### src/pkg/mdfa_map.vh
// mdfa_map.vh: offsets, bit positions, codes and timing counts for the
// file attachment control block; included by every rtl file of it.
`ifndef MDFA_MAP_VH
`define MDFA_MAP_VH

// bit n of a byte counts from the most significant end
`define MDFA_BIT(n)        (7-(n))

// apb register byte offsets
`define MDFA_OFF_FT        8'h00
`define MDFA_OFF_FC        8'h04
`define MDFA_OFF_MODSEL    8'h08
`define MDFA_OFF_ALTSRC    8'h0c
`define MDFA_OFF_ALUIN     8'h10
`define MDFA_OFF_IE        8'h14
`define MDFA_OFF_CMD       8'h18
`define MDFA_OFF_UPROG     8'h1c
`define MDFA_OFF_HEAD      8'h20

// reset values
`define MDFA_RST_FT        8'h00
`define MDFA_RST_FC        8'h00
`define MDFA_RST_MODSEL    4'h0
`define MDFA_RST_ALTSRC    4'h0
`define MDFA_RST_UPROG     12'h000
`define MDFA_RST_HEAD      8'h00

// attachment types
`define MDFA_TY_DISK       2'd0
`define MDFA_TY_STRIP      2'd1
`define MDFA_TY_LDISK      2'd2
`define MDFA_TY_DRUM       2'd3

// function tag values and alternate source codes
`define MDFA_FT_CONTROL    8'h00
`define MDFA_FT_SET_SEEK   8'h01
`define MDFA_ALT_ATTN      4'hc
`define MDFA_ALT_STATUS    4'hd
`define MDFA_ALT_OLDADDR   4'he
`define MDFA_ALT_IFACE     4'hf

// command codes in the command register
`define MDFA_CMD_OTHER     2'd0
`define MDFA_CMD_SCAN      2'd1
`define MDFA_CMD_RESTORE   2'd2
`define MDFA_CMD_RECAL     2'd3

// head addresses that mark end of cylinder
`define MDFA_HEAD_EOC_A    8'h0a
`define MDFA_HEAD_EOC_B    8'h0b

// drum routine pages of control store
`define MDFA_UP_GATE_BIT   11
`define MDFA_UP_PAGE_LO    4'h8
`define MDFA_UP_PAGE_HI    4'ha

// timing, least times rounded up to whole cycles
`define MDFA_CLK_NS        25
`define MDFA_BYTE_NS       6400
`define MDFA_ERASE_BYTES   9
`define MDFA_LD_ERASE_US   40
`define MDFA_WSTAT_LEAD_US 5
`define MDFA_SEEK_TO_MS    600
`define MDFA_AUTO_RST_MS   800
`define MDFA_CEIL(ns)      (((ns)+`MDFA_CLK_NS-1)/`MDFA_CLK_NS)
`define MDFA_ERASE_CYC     `MDFA_CEIL(`MDFA_ERASE_BYTES*`MDFA_BYTE_NS)
`define MDFA_LD_ERASE_CYC  `MDFA_CEIL(`MDFA_LD_ERASE_US*1000)
`define MDFA_WSTAT_CYC     `MDFA_CEIL(`MDFA_WSTAT_LEAD_US*1000)
`define MDFA_SEEK_TO_CYC   `MDFA_CEIL(`MDFA_SEEK_TO_MS*1000000)
`define MDFA_AUTO_RST_CYC  `MDFA_CEIL(`MDFA_AUTO_RST_MS*1000000)
`define MDFA_TW            26

`endif

### src/rtl/mdfa_timer.v
// mdfa_timer.v: loadable down counter with a run level and a done pulse.
// assumes load and abort are synchronous to pclk.
`timescale 1ns/100ps
`include "mdfa_map.vh"
module mdfa_timer (
  // clock and reset
  input  wire                  pclk,
  input  wire                  presetn,
  // control
  input  wire                  load,
  input  wire                  abort,
  input  wire [`MDFA_TW-1:0]   val,
  // state
  output wire                  run,
  output wire                  done
);
  reg [`MDFA_TW-1:0] cnt_q;

  always @(posedge pclk or negedge presetn) begin
    if (!presetn) begin
      cnt_q <= {`MDFA_TW{1'b0}};
    end else if (load) begin
      cnt_q <= val;
    end else if (abort) begin
      cnt_q <= {`MDFA_TW{1'b0}};
    end else if (cnt_q != {`MDFA_TW{1'b0}}) begin
      cnt_q <= cnt_q - {{(`MDFA_TW-1){1'b0}}, 1'b1};
    end
  end

  assign run  = (cnt_q != {`MDFA_TW{1'b0}});
  // reload on the last count restarts instead of expiring
  assign done = (cnt_q == {{(`MDFA_TW-1){1'b0}}, 1'b1}) & ~load & ~abort;
endmodule

### src/rtl/mdfa_unsafe.v
// mdfa_unsafe.v: latched unsafe condition built from four monitor lines.
// assumes mon is already chosen for the selected attachment type.
`timescale 1ns/100ps
`include "mdfa_map.vh"
module mdfa_unsafe (
  // clock and reset
  input  wire       pclk,
  input  wire       presetn,
  // monitoring
  input  wire       active,
  input  wire [3:0] mon,
  input  wire       clr,
  // result
  output reg        unsafe_q
);
  wire fail = active & ~(&mon);

  // latched for testing until the tag register is written; set wins
  always @(posedge pclk or negedge presetn) begin
    if (!presetn) begin
      unsafe_q <= 1'b0;
    end else begin
      unsafe_q <= fail | (unsafe_q & ~clr);
    end
  end
endmodule

### src/rtl/mdfa_ctrl.v
// mdfa_ctrl.v: apb-mapped control and status of the file attachments.
// assumes device inputs are synchronous to pclk and apb is zero-wait.
// How it works
// - disk erase stays on through writing and nine byte times after
// - strip file raises write status five microseconds before write gate
// - large disk erase stays on at least forty microseconds after write
// - disk control bit six on tag zero returns access to cylinder zero
// - strip attention cleared by tag zero bit one on selected unit
// - source code thirteen gates file status onto unit input
// - online bits three five six all on unless a module is selected
// - strip unsafe from ready operative safety; drops gate head status
// - large disk unsafe watches access ready operative read write safety
// - drum online is file safe; unsafe shows as interface bit two low
// - disk seek incomplete on status bit seven after 600 ms
// - strip inoperative as status bit one low, bad address bit five low
// - disk end of cylinder on status bit five for heads ten, eleven
// - any attention ORed, bit seven disk else six, source fifteen
// - strip auto restore on status bit six after 800 ms idle
// - strip ready on status bit four after clutch and early index
// - drum selected by tag bit six with drum online
// - drum routines live at pages 8, 9, A reached by address bit 11
// - drum rejects file scan, restore and recalibrate do nothing
// - drum attention set by set seek complete, cleared on select
`timescale 1ns/100ps
`include "mdfa_map.vh"
module mdfa_ctrl #(
  parameter [`MDFA_TW-1:0] SEEK_TO_CYC  = `MDFA_SEEK_TO_CYC,
  parameter [`MDFA_TW-1:0] AUTO_RST_CYC = `MDFA_AUTO_RST_CYC
) (
  // clock and reset
  input  wire        pclk,
  input  wire        presetn,
  // apb slave
  input  wire        psel,
  input  wire        penable,
  input  wire        pwrite,
  input  wire [7:0]  paddr,
  input  wire [31:0] pwdata,
  output reg  [31:0] prdata,
  output wire        pready,
  output wire        pslverr,
  // module map
  input  wire [7:0]  mod_present,
  input  wire [15:0] mod_type,
  input  wire [7:0]  attention_in,
  // disk and large disk lines
  input  wire        dev_ready,
  input  wire        dev_online,
  input  wire        dev_unsafe,
  input  wire        seek_complete,
  input  wire [7:0]  cyl_position,
  input  wire        access_ready,
  input  wire        access_operative,
  input  wire        read_safe,
  input  wire        write_safe,
  // strip file lines
  input  wire        strip_online,
  input  wire        drive_ready,
  input  wire        drive_operative,
  input  wire        rw_safe,
  input  wire        invalid_addr,
  input  wire        clutch_picked,
  input  wire        early_index,
  // drum lines
  input  wire        drum_online,
  // device control outputs
  output reg         write_gate,
  output reg         erase_gate,
  output reg         write_status,
  output reg         read_gate,
  output reg         head_select,
  output reg         rtz_pulse,
  output reg         seek_start,
  output reg         strip_restore,
  output reg         drum_select,
  output reg         strip_select,
  output reg         uprog_gate_c
);
  reg  [7:0]  ft_q;
  reg  [7:0]  fc_q;
  reg  [3:0]  modsel_q;
  reg  [3:0]  altsrc_q;
  reg  [11:0] uprog_q;
  reg  [7:0]  head_q;
  reg  [2:0]  cmd_st_q;
  reg  [7:0]  attn_q;
  reg         seek_inc_q;
  reg         auto_rst_q;
  reg         strip_rdy_q;
  reg         wr_req_q;
  reg         lead_ok_q;
  reg  [7:0]  fs;
  reg  [7:0]  is_bits;
  reg  [7:0]  ie_bits;
  reg  [7:0]  alu_in;
  reg  [31:0] rd_d;
  reg         hit;
  reg  [3:0]  mon;
  wire        unsafe_q;
  wire        lead_run;
  wire        lead_done;
  wire        hold_run;
  wire        seek_done;
  wire        idle_done;

  // apb decode
  wire setup = psel & ~penable;
  wire wr    = psel & penable & pwrite;
  wire wr_ft = wr & (paddr == `MDFA_OFF_FT);
  wire wr_fc = wr & (paddr == `MDFA_OFF_FC);
  wire wr_ms = wr & (paddr == `MDFA_OFF_MODSEL);
  wire wr_cm = wr & (paddr == `MDFA_OFF_CMD);
  assign pready  = 1'b1;
  assign pslverr = psel & penable & ~hit;

  // selected module and its type
  wire [2:0] sel_mod = modsel_q[2:0];
  wire       sel_ok  = modsel_q[3] & mod_present[sel_mod];
  wire [1:0] sel_ty  = mod_type[{sel_mod, 1'b0} +: 2];
  wire ty_disk  = sel_ok & (sel_ty == `MDFA_TY_DISK);
  wire ty_strip = sel_ok & (sel_ty == `MDFA_TY_STRIP);
  wire ty_ldisk = sel_ok & (sel_ty == `MDFA_TY_LDISK);
  wire ty_drum  = sel_ok & (sel_ty == `MDFA_TY_DRUM);

  // control bits act only under the control tag
  wire       ctl_tag = (ft_q == `MDFA_FT_CONTROL);
  wire [7:0] fc_new  = pwdata[7:0];
  wire fc1_p = wr_fc & ctl_tag & fc_new[`MDFA_BIT(1)];
  wire fc2_p = wr_fc & ctl_tag & fc_new[`MDFA_BIT(2)];
  wire fc6_p = wr_fc & ctl_tag & fc_new[`MDFA_BIT(6)];
  wire set_seek_p = wr_ft & (pwdata[7:0] == `MDFA_FT_SET_SEEK) & ty_drum;
  wire strip_addr = ty_strip & (wr_ms | wr_fc | wr_ft);

  // write request: drum needs control bit zero only
  wire wr_req_d = ctl_tag & fc_q[`MDFA_BIT(0)] &
                  (ty_drum | fc_q[`MDFA_BIT(4)]);
  wire wr_fall  = wr_req_q & ~wr_req_d;
  wire wr_rise  = wr_req_d & ~wr_req_q;

  // erase hold after the write request drops
  localparam [`MDFA_TW-1:0] ERASE_CYC    = `MDFA_ERASE_CYC;
  localparam [`MDFA_TW-1:0] LD_ERASE_CYC = `MDFA_LD_ERASE_CYC;
  localparam [`MDFA_TW-1:0] WSTAT_CYC    = `MDFA_WSTAT_CYC;
  wire [`MDFA_TW-1:0] hold_val = ty_ldisk ?
       LD_ERASE_CYC : ERASE_CYC;

  mdfa_timer u_lead (
    .pclk    (pclk),
    .presetn (presetn),
    .load    (wr_rise & ty_strip),
    .abort   (~wr_req_d),
    .val     (WSTAT_CYC),
    .run     (lead_run),
    .done    (lead_done)
  );

  mdfa_timer u_hold (
    .pclk    (pclk),
    .presetn (presetn),
    .load    (wr_fall & (ty_disk | ty_ldisk)),
    .abort   (wr_req_d),
    .val     (hold_val),
    .run     (hold_run),
    .done    ()
  );

  // seek complete of the last seek still stands while seek_start is out
  mdfa_timer u_seek (
    .pclk    (pclk),
    .presetn (presetn),
    .load    (fc2_p & ty_disk),
    .abort   ((seek_complete & ~seek_start) | wr_ms),
    .val     (SEEK_TO_CYC),
    .run     (),
    .done    (seek_done)
  );

  mdfa_timer u_idle (
    .pclk    (pclk),
    .presetn (presetn),
    .load    (strip_addr),
    .abort   (1'b0),
    .val     (AUTO_RST_CYC),
    .run     (),
    .done    (idle_done)
  );

  // monitor lines differ between strip file and large disk
  always @* begin
    if (ty_ldisk) begin
      mon = {access_ready, access_operative, read_safe, write_safe};
    end else begin
      mon = {drive_ready, drive_operative, rw_safe, rw_safe};
    end
  end

  mdfa_unsafe u_unsafe (
    .pclk     (pclk),
    .presetn  (presetn),
    .active   (ty_strip | ty_ldisk),
    .mon      (mon),
    .clr      (wr_ft),
    .unsafe_q (unsafe_q)
  );

  // per-module attention latches; set wins over clear
  genvar i;
  generate
    for (i = 0; i < 8; i = i + 1) begin : g_attn
      wire [1:0] ty_i  = mod_type[2*i +: 2];
      wire       sel_i = sel_ok & (sel_mod == i);
      wire       drum_i  = (ty_i == `MDFA_TY_DRUM);
      wire       strip_i = (ty_i == `MDFA_TY_STRIP);
      wire set_i = drum_i ? (set_seek_p & sel_i) : attention_in[i];
      wire clr_i = strip_i ? (fc1_p & sel_i) :
                   drum_i  ? (wr_ms & (pwdata[2:0] == i)) :
                   1'b1;
      always @(posedge pclk or negedge presetn) begin
        if (!presetn) begin
          attn_q[i] <= 1'b0;
        end else begin
          attn_q[i] <= set_i | (attn_q[i] & ~clr_i);
        end
      end
    end
  endgenerate

  // file status bus
  always @* begin
    fs = 8'h00;
    if (ty_disk) begin
      fs[`MDFA_BIT(0)] = dev_ready;
      fs[`MDFA_BIT(1)] = dev_online;
      fs[`MDFA_BIT(2)] = dev_unsafe;
      fs[`MDFA_BIT(4)] = dev_online;
      fs[`MDFA_BIT(5)] = (head_q == `MDFA_HEAD_EOC_A) |
                         (head_q == `MDFA_HEAD_EOC_B);
      fs[`MDFA_BIT(7)] = seek_inc_q;
    end else if (ty_strip) begin
      fs[`MDFA_BIT(0)] = drive_ready;
      fs[`MDFA_BIT(1)] = drive_operative;
      fs[`MDFA_BIT(4)] = strip_rdy_q;
      fs[`MDFA_BIT(5)] = ~invalid_addr;
      fs[`MDFA_BIT(6)] = auto_rst_q;
    end else if (ty_ldisk) begin
      fs[`MDFA_BIT(0)] = access_ready;
      fs[`MDFA_BIT(1)] = access_operative;
      fs[`MDFA_BIT(4)] = dev_online;
    end else if (ty_drum) begin
      fs[`MDFA_BIT(4)] = drum_online;
    end
  end

  // interface status and online bits
  always @* begin
    is_bits = 8'h00;
    is_bits[`MDFA_BIT(2)] = ty_drum ? drum_online : ~unsafe_q;
    if (ty_disk) begin
      is_bits[`MDFA_BIT(7)] = |attn_q;
    end else begin
      is_bits[`MDFA_BIT(6)] = |attn_q;
    end
    ie_bits = 8'h00;
    if (!sel_ok) begin
      ie_bits[`MDFA_BIT(3)] = 1'b1;
      ie_bits[`MDFA_BIT(5)] = 1'b1;
      ie_bits[`MDFA_BIT(6)] = 1'b1;
    end else if (ty_disk) begin
      ie_bits[`MDFA_BIT(7)] = 1'b1;
    end else if (ty_strip) begin
      ie_bits[`MDFA_BIT(6)] = 1'b1;
    end else if (ty_ldisk) begin
      ie_bits[`MDFA_BIT(5)] = 1'b1;
    end else begin
      ie_bits[`MDFA_BIT(3)] = 1'b1;
      ie_bits[`MDFA_BIT(6)] = 1'b1;
    end
  end

  // alternate source onto the unit input
  always @* begin
    if (altsrc_q == `MDFA_ALT_ATTN) begin
      alu_in = attn_q;
    end else if (altsrc_q == `MDFA_ALT_STATUS) begin
      alu_in = fs;
    end else if (altsrc_q == `MDFA_ALT_OLDADDR) begin
      alu_in = ty_disk ? cyl_position : head_q;
    end else if (altsrc_q == `MDFA_ALT_IFACE) begin
      alu_in = is_bits;
    end else begin
      alu_in = 8'h00;
    end
  end

  // read mux
  wire up_page = (uprog_q[11:8] >= `MDFA_UP_PAGE_LO) &
                 (uprog_q[11:8] <= `MDFA_UP_PAGE_HI);
  always @* begin
    hit  = 1'b1;
    rd_d = 32'h0000_0000;
    if (paddr == `MDFA_OFF_FT) begin
      rd_d[7:0] = ft_q;
    end else if (paddr == `MDFA_OFF_FC) begin
      rd_d[7:0] = fc_q;
    end else if (paddr == `MDFA_OFF_MODSEL) begin
      rd_d[3:0] = modsel_q;
    end else if (paddr == `MDFA_OFF_ALTSRC) begin
      rd_d[3:0] = altsrc_q;
    end else if (paddr == `MDFA_OFF_ALUIN) begin
      rd_d[7:0] = alu_in;
    end else if (paddr == `MDFA_OFF_IE) begin
      rd_d[7:0] = ie_bits;
    end else if (paddr == `MDFA_OFF_CMD) begin
      rd_d[2:0] = cmd_st_q;
    end else if (paddr == `MDFA_OFF_UPROG) begin
      rd_d[12:0] = {up_page & uprog_q[`MDFA_UP_GATE_BIT], uprog_q};
    end else if (paddr == `MDFA_OFF_HEAD) begin
      rd_d[7:0] = head_q;
    end else begin
      hit = 1'b0;
    end
  end

  // registers and sticky flags
  always @(posedge pclk or negedge presetn) begin
    if (!presetn) begin
      prdata      <= 32'h0000_0000;
      ft_q        <= `MDFA_RST_FT;
      fc_q        <= `MDFA_RST_FC;
      modsel_q    <= `MDFA_RST_MODSEL;
      altsrc_q    <= `MDFA_RST_ALTSRC;
      uprog_q     <= `MDFA_RST_UPROG;
      head_q      <= `MDFA_RST_HEAD;
      cmd_st_q    <= 3'b000;
      seek_inc_q  <= 1'b0;
      auto_rst_q  <= 1'b0;
      strip_rdy_q <= 1'b0;
      wr_req_q    <= 1'b0;
      lead_ok_q   <= 1'b0;
    end else begin
      if (setup) begin
        prdata <= rd_d;
      end
      if (wr_ft) begin
        ft_q <= pwdata[7:0];
      end
      if (wr_fc) begin
        fc_q <= fc_new;
      end
      if (wr_ms) begin
        modsel_q <= pwdata[3:0];
      end
      if (wr & (paddr == `MDFA_OFF_ALTSRC)) begin
        altsrc_q <= pwdata[3:0];
      end
      if (wr & (paddr == `MDFA_OFF_UPROG)) begin
        uprog_q <= pwdata[11:0];
      end
      if (wr & (paddr == `MDFA_OFF_HEAD)) begin
        head_q <= pwdata[7:0];
      end
      // status bits: rejected, no-operation, accepted
      if (wr_cm) begin
        if (ty_drum & (pwdata[1:0] == `MDFA_CMD_SCAN)) begin
          cmd_st_q <= 3'b001;
        end else if (ty_drum & (pwdata[1:0] != `MDFA_CMD_OTHER)) begin
          cmd_st_q <= 3'b010;
        end else begin
          cmd_st_q <= 3'b100;
        end
      end
      seek_inc_q  <= seek_done | (seek_inc_q & ~(fc2_p | wr_ms));
      auto_rst_q  <= idle_done | (auto_rst_q & ~strip_addr);
      strip_rdy_q <= (clutch_picked & early_index) |
                     (strip_rdy_q & clutch_picked);
      wr_req_q    <= wr_req_d;
      lead_ok_q   <= wr_req_d & (lead_done | lead_ok_q);
    end
  end

  // device lines, registered
  always @(posedge pclk or negedge presetn) begin
    if (!presetn) begin
      write_gate    <= 1'b0;
      erase_gate    <= 1'b0;
      write_status  <= 1'b0;
      read_gate     <= 1'b0;
      head_select   <= 1'b0;
      rtz_pulse     <= 1'b0;
      seek_start    <= 1'b0;
      strip_restore <= 1'b0;
      drum_select   <= 1'b0;
      strip_select  <= 1'b0;
      uprog_gate_c  <= 1'b0;
    end else begin
      if (ty_strip) begin
        write_gate   <= wr_req_d & lead_ok_q & ~lead_run & ~unsafe_q;
        write_status <= wr_req_d & ~unsafe_q;
        erase_gate   <= 1'b0;
      end else begin
        write_gate   <= wr_req_d & ~unsafe_q;
        write_status <= 1'b0;
        // wr_req_q bridges the cycle before the hold timer is loaded
        erase_gate   <= (ty_disk | ty_ldisk) &
                        (wr_req_d | wr_req_q | hold_run);
      end
      read_gate     <= ctl_tag & fc_q[`MDFA_BIT(1)];
      head_select   <= ctl_tag & fc_q[`MDFA_BIT(5)] &
                       ~(ty_strip & unsafe_q);
      rtz_pulse     <= fc6_p & ty_disk;
      seek_start    <= fc2_p & (ty_disk | ty_strip);
      // drum treats the restore bit as no-operation
      strip_restore <= (fc6_p & ty_strip) | idle_done;
      drum_select   <= ft_q[`MDFA_BIT(6)] & drum_online;
      strip_select  <= ft_q[`MDFA_BIT(6)] & strip_online;
      uprog_gate_c  <= uprog_q[`MDFA_UP_GATE_BIT] & up_page;
    end
  end
endmodule

### config.mk
export PLATFORM = sky130hd
export DESIGN_NAME = mdfa_ctrl
export DESIGN_NICKNAME = d
export VERILOG_FILES = /design/src/rtl/mdfa_timer.v /design/src/rtl/mdfa_unsafe.v /design/src/rtl/mdfa_ctrl.v
export VERILOG_INCLUDE_DIRS = /design/src /design/src/pkg
export SDC_FILE = /design/constraint.sdc
export NUM_CORES = 1
export LEC_CHECK = 0
export BUFFER_PORTS_ARGS = -buffer_cell sky130_fd_sc_hd__buf_2
export CAP_MARGIN = 5
export CORE_UTILIZATION = 64
export CTS_BUF_LIST = sky130_fd_sc_hd__clkbuf_8
export DETAILED_ROUTE_END_ITERATION = 10
export GPL_ROUTABILITY_DRIVEN = 0
export HOLD_SLACK_MARGIN = 0.06
export PLACE_DENSITY = 0.88
export SLEW_MARGIN = 20
export SYNTH_ARGS = -nofsm -noshare
export SYNTH_HDL_FRONTEND = slang
export SYNTH_SLANG_ARGS = --single-unit
### constraint.sdc
create_clock -name pclk -period 4.1 [get_ports pclk]
set_clock_uncertainty 0.05 [all_clocks]
set_input_delay 0.41 -clock pclk [delete_from_list [all_inputs] [get_ports pclk]]
set_output_delay 0.41 -clock pclk [all_outputs]
set_load 0.005 [all_outputs]
==> metrics.json <==
{
  "post_synth.cell_area_avg_um2": 9.391,
  "synth.top_cells.by_area": "dfrtp_1 46%, nand2_1 5.5%, xnor2_1 5.0%, nor2_1 4.9%, mux2_2 4.4%",
  "io_pins": 146,
  "slew-limit-headroom_pct": 45.55,
  "worst_path_max_fanout": 23,
  "setup-violations-final": 0,
  "setup-tns-final_ps": 0,
  "ys_ff_latch": 189,
  "worstPathCellList": "mux4_2, a32o_1, nor3b_2, o21ai_2, or2_1, nor2_1",
  "synth.top_cell.area_share_pct": 45.87,
  "fp.dieArea_um2": 16620,
  "hold_path_depth": 2,
  "synth-simple-area-share_pct": 24.66,
  "tritoncts.num_buffers": 17,
  "post_synth_num_cell_types": 80,
  "number_of_synthesized_flops_with_an_enable_pin": 0,
  "worst_skew_pair.late_latency_ps": 470,
  "worstSetupPathType": "flip-flop to flip-flop",
  "critical-path-slowest-cell": "dfrtp_1",
  "cts-root-buf": "clkbuf_8",
  "cts_max_path_buffers": 2,
  "cp-start-kind": "flip-flop",
  "synthesis.instances": 1098,
  "final_common_cell": "dfrtp_1",
  "grt_max_degree": 91,
  "peakVddDrop_mv": 0.5260,
  "worst_setup_hold_path_clk_slew_ps": 100,
  "avgRoutedWirePerCell_um": 18.40,
  "worst_pin_slew_ps": 816.7,
  "tritoncts": "yes",
  "detailedRoute.firstIterationViolations": 956,
  "synthesis.area_um2": 10310,
  "tritoncts_num_sinks": 189,
  "min_period_over_period_pct": 83.66,
  "die_h_um": 128.9,
  "synth-adder-area-share_pct": 0.8494,
  "main_combinational_cell_family_by_area_after_synthesis": "simple AND/OR/NAND/NOR gates",
  "first_global_vias": 8777,
  "crit_path_max_incr_delay_ps": 760,
  "timing.final.crit_period_ps": 3430,
  "final_max_slew_viol_count": 0,
  "power.density_cell_area_nw_per_um2": 405.7,
  "post_route_cells_drive_above_1_share_pct": 18.63,
  "ff2ff_path_depth": 6,
  "placement.io_buffers": 105,
  "detailroute.via_count": 8983,
  "num-fill-cells": 1167,
  "timing.fmax_ghz": 0.2915,
  "yosysSeqAreaShare_pct": 45.87,
  "critPathCaptureType": "flip-flop",
  "status": "complete, no violations",
  "place.detailed.hpwl_mm": 18.73,
  "sequential_cell_area_um2": 4730,
  "number_of_nets_in_the_layout": 1303,
  "critical_path_arrival_ps": 3690,
  "die_w_um": 128.9,
  "global_route.usage.total_pct": 33.51,
  "worstHoldPathType": "input pin to flip-flop",
  "syn_to_final_growth_pct": 10.74,
  "gr-total-overflow": 0,
  "drt_wl_total_mm": 26.20,
  "diodes": 0,
  "deepest_level_of_the_cts_h_tree": 4,
  "compound_gate_portion_of_the_synthesized_area_pct": 11.24,
  "synth.mux.area_fraction_pct": 6.091,
  "synth_async_sr_flop_share_pct": 100.0,
  "grt_setup_unrepaired": "no",
  "vias_per_cell": 6.308,
  "synth_top_cell_by_area": "dfrtp_1",
  "global_route_wire_length_before_repair_mm": 43.18,
  "start_util_pct": 65.15,
  "rows": 46,
  "synthesis.yosys.warnings": 0,
  "detail_route.first_pass.iterations": 7,
  "ys_dominant_reg_cell": "dfrtp_1",
  "multi_input_comb_area_um2": 5251,
  "design.core.area_um2": 15830,
  "post-cts-setup-buffer-count": 0,
  "synthXorXnorAreaFrac_pct": 7.305,
  "leakage_nw": 4.948,
  "number_of_antenna_violations_at_the_first_check_in_global_routing": 0,
  "timing.max_cap.violations": 0,
  "antenna_violating_nets_post_route": 0,
  "final_core_utilization_pct": 72.14,
  "timing_hold_violations_final": 0,
  "route.detailed.drc": 0,
  "critical_path_required_ps": 4360,
  "layout.cells.most_common_list": "189 x dfrtp_1, 151 x nand2_1, 135 x nor2_1"
}
## cell families after synthesis
| group | after synthesis |
|---|---|
| XOR/XNOR | 86 |
| buffers and inverters | 79 |
| AO/OA/AOI/OAI | 169 |
| other | 2 |
| AND/OR/NAND/NOR | 512 |
| flip-flops | 189 |
| adder cells (fa/ha/maj) | 7 |
| multiplexers | 54 |
## Yosys cell counts (all sizes together) (5+ instances only)
cell / n
dfrtp: 189
nand2: 151
nor2: 138
xnor2: 59
nor3: 44
a21oi: 42
mux2: 40
buf: 38
o21ai: 31
nor4: 30
nand3: 29
xor2: 27
clkbuf: 24
or4: 22
or3: 21
inv: 17
a31oi: 12
nand2b: 12
a211oi: 11
mux2i: 11
nor2b: 10
and3: 9
o31ai: 9
and2: 8
o311ai: 8
or2: 8
ha: 7
nand4: 7
a221o: 5
a221oi: 5
nor3b: 5
o22ai: 5
## power by group
group	internal (mW)	total (mW)	switching, mW
logic	0.440	1.08	0.638
registers	2.04	2.23	0.190
clock network	0.640	1.32	0.683
total	3.12	4.63	1.51
## metal layers
| metal | global-route usage, % | vias up | wire (um) |
|---|---|---|---|
| met1 | 43.17 | 4322 | 10480 |
| met5 | 0 | - | 0 |
| met2 | 54.44 | 470 | 12440 |
| li1 | - | 4061 | - |
| met4 | 16.75 | 0 | 1249 |
| met3 | 6.445 | 130 | 2033 |
## worst max-delay path, delay by kind of cell, from the launching register on
family | cells | cell delay [ps]
mux | 1 | 580
flops | 1 | 760
compound gates | 2 | 790
simple gates | 3 | 1090
## registers in the layout, summed over array words and instances (netlist names), 12 cells and up
signal / cells
u_seek.cnt_q: 26
u_hold.cnt_q: 26
u_idle.cnt_q: 26
prdata: 13
u_lead.cnt_q: 26
uprog_q: 12
## path summary, 6_finish.rpt
path	startpoint	end	slack [ps]
max	modsel_q[1]	u_lead.cnt_q[13]	670
min	clutch_picked	strip_rdy_q	90
max reg2reg	modsel_q[1]	u_lead.cnt_q[13]	670
min reg2reg	uprog_q[10]	uprog_gate_c	430
max in group asynchronous	presetn	u_lead.cnt_q[8]	2570
min in group asynchronous	presetn	u_hold.cnt_q[17]	530
## per-stage QoR
stage | hold slack, ps | worst slack, ps | std cells | total power, mW | area (um2)
after floorplan | 64.41 | 1487 | 1116 | 3.013 | 10380
after global placement | 403.3 | 811.3 | 1391 | 3.257 | 10980
after detailed placement | 405.7 | 769.3 | 1391 | 3.315 | 10980
after CTS | 86.50 | 714.2 | 1424 | 4.623 | 11420
after global routing | 110.2 | 485.2 | 1424 | 4.860 | 11420
final | 94.78 | 669.9 | 1424 | 4.632 | 11420
## layout make-up
type	instances	share of cell area [%]
Inverter	17	0.5588
Multi-Input combinational cell	848	45.99
Clock buffer	19	2.290
Clock inverter	13	1.446
Sequential cell	189	41.42
Tap cell	216	2.367
Timing Repair Buffer	122	5.928
## timing repair
item / 4_1_cts / 5_1_grt
hold buffers: 1 / 0
hold endpoints to repair: 88 / 0
resized for setup: 0 / 0
setup endpoints to repair: 0 / 0
No activity file was read; power rests on OpenSTA's default activity.
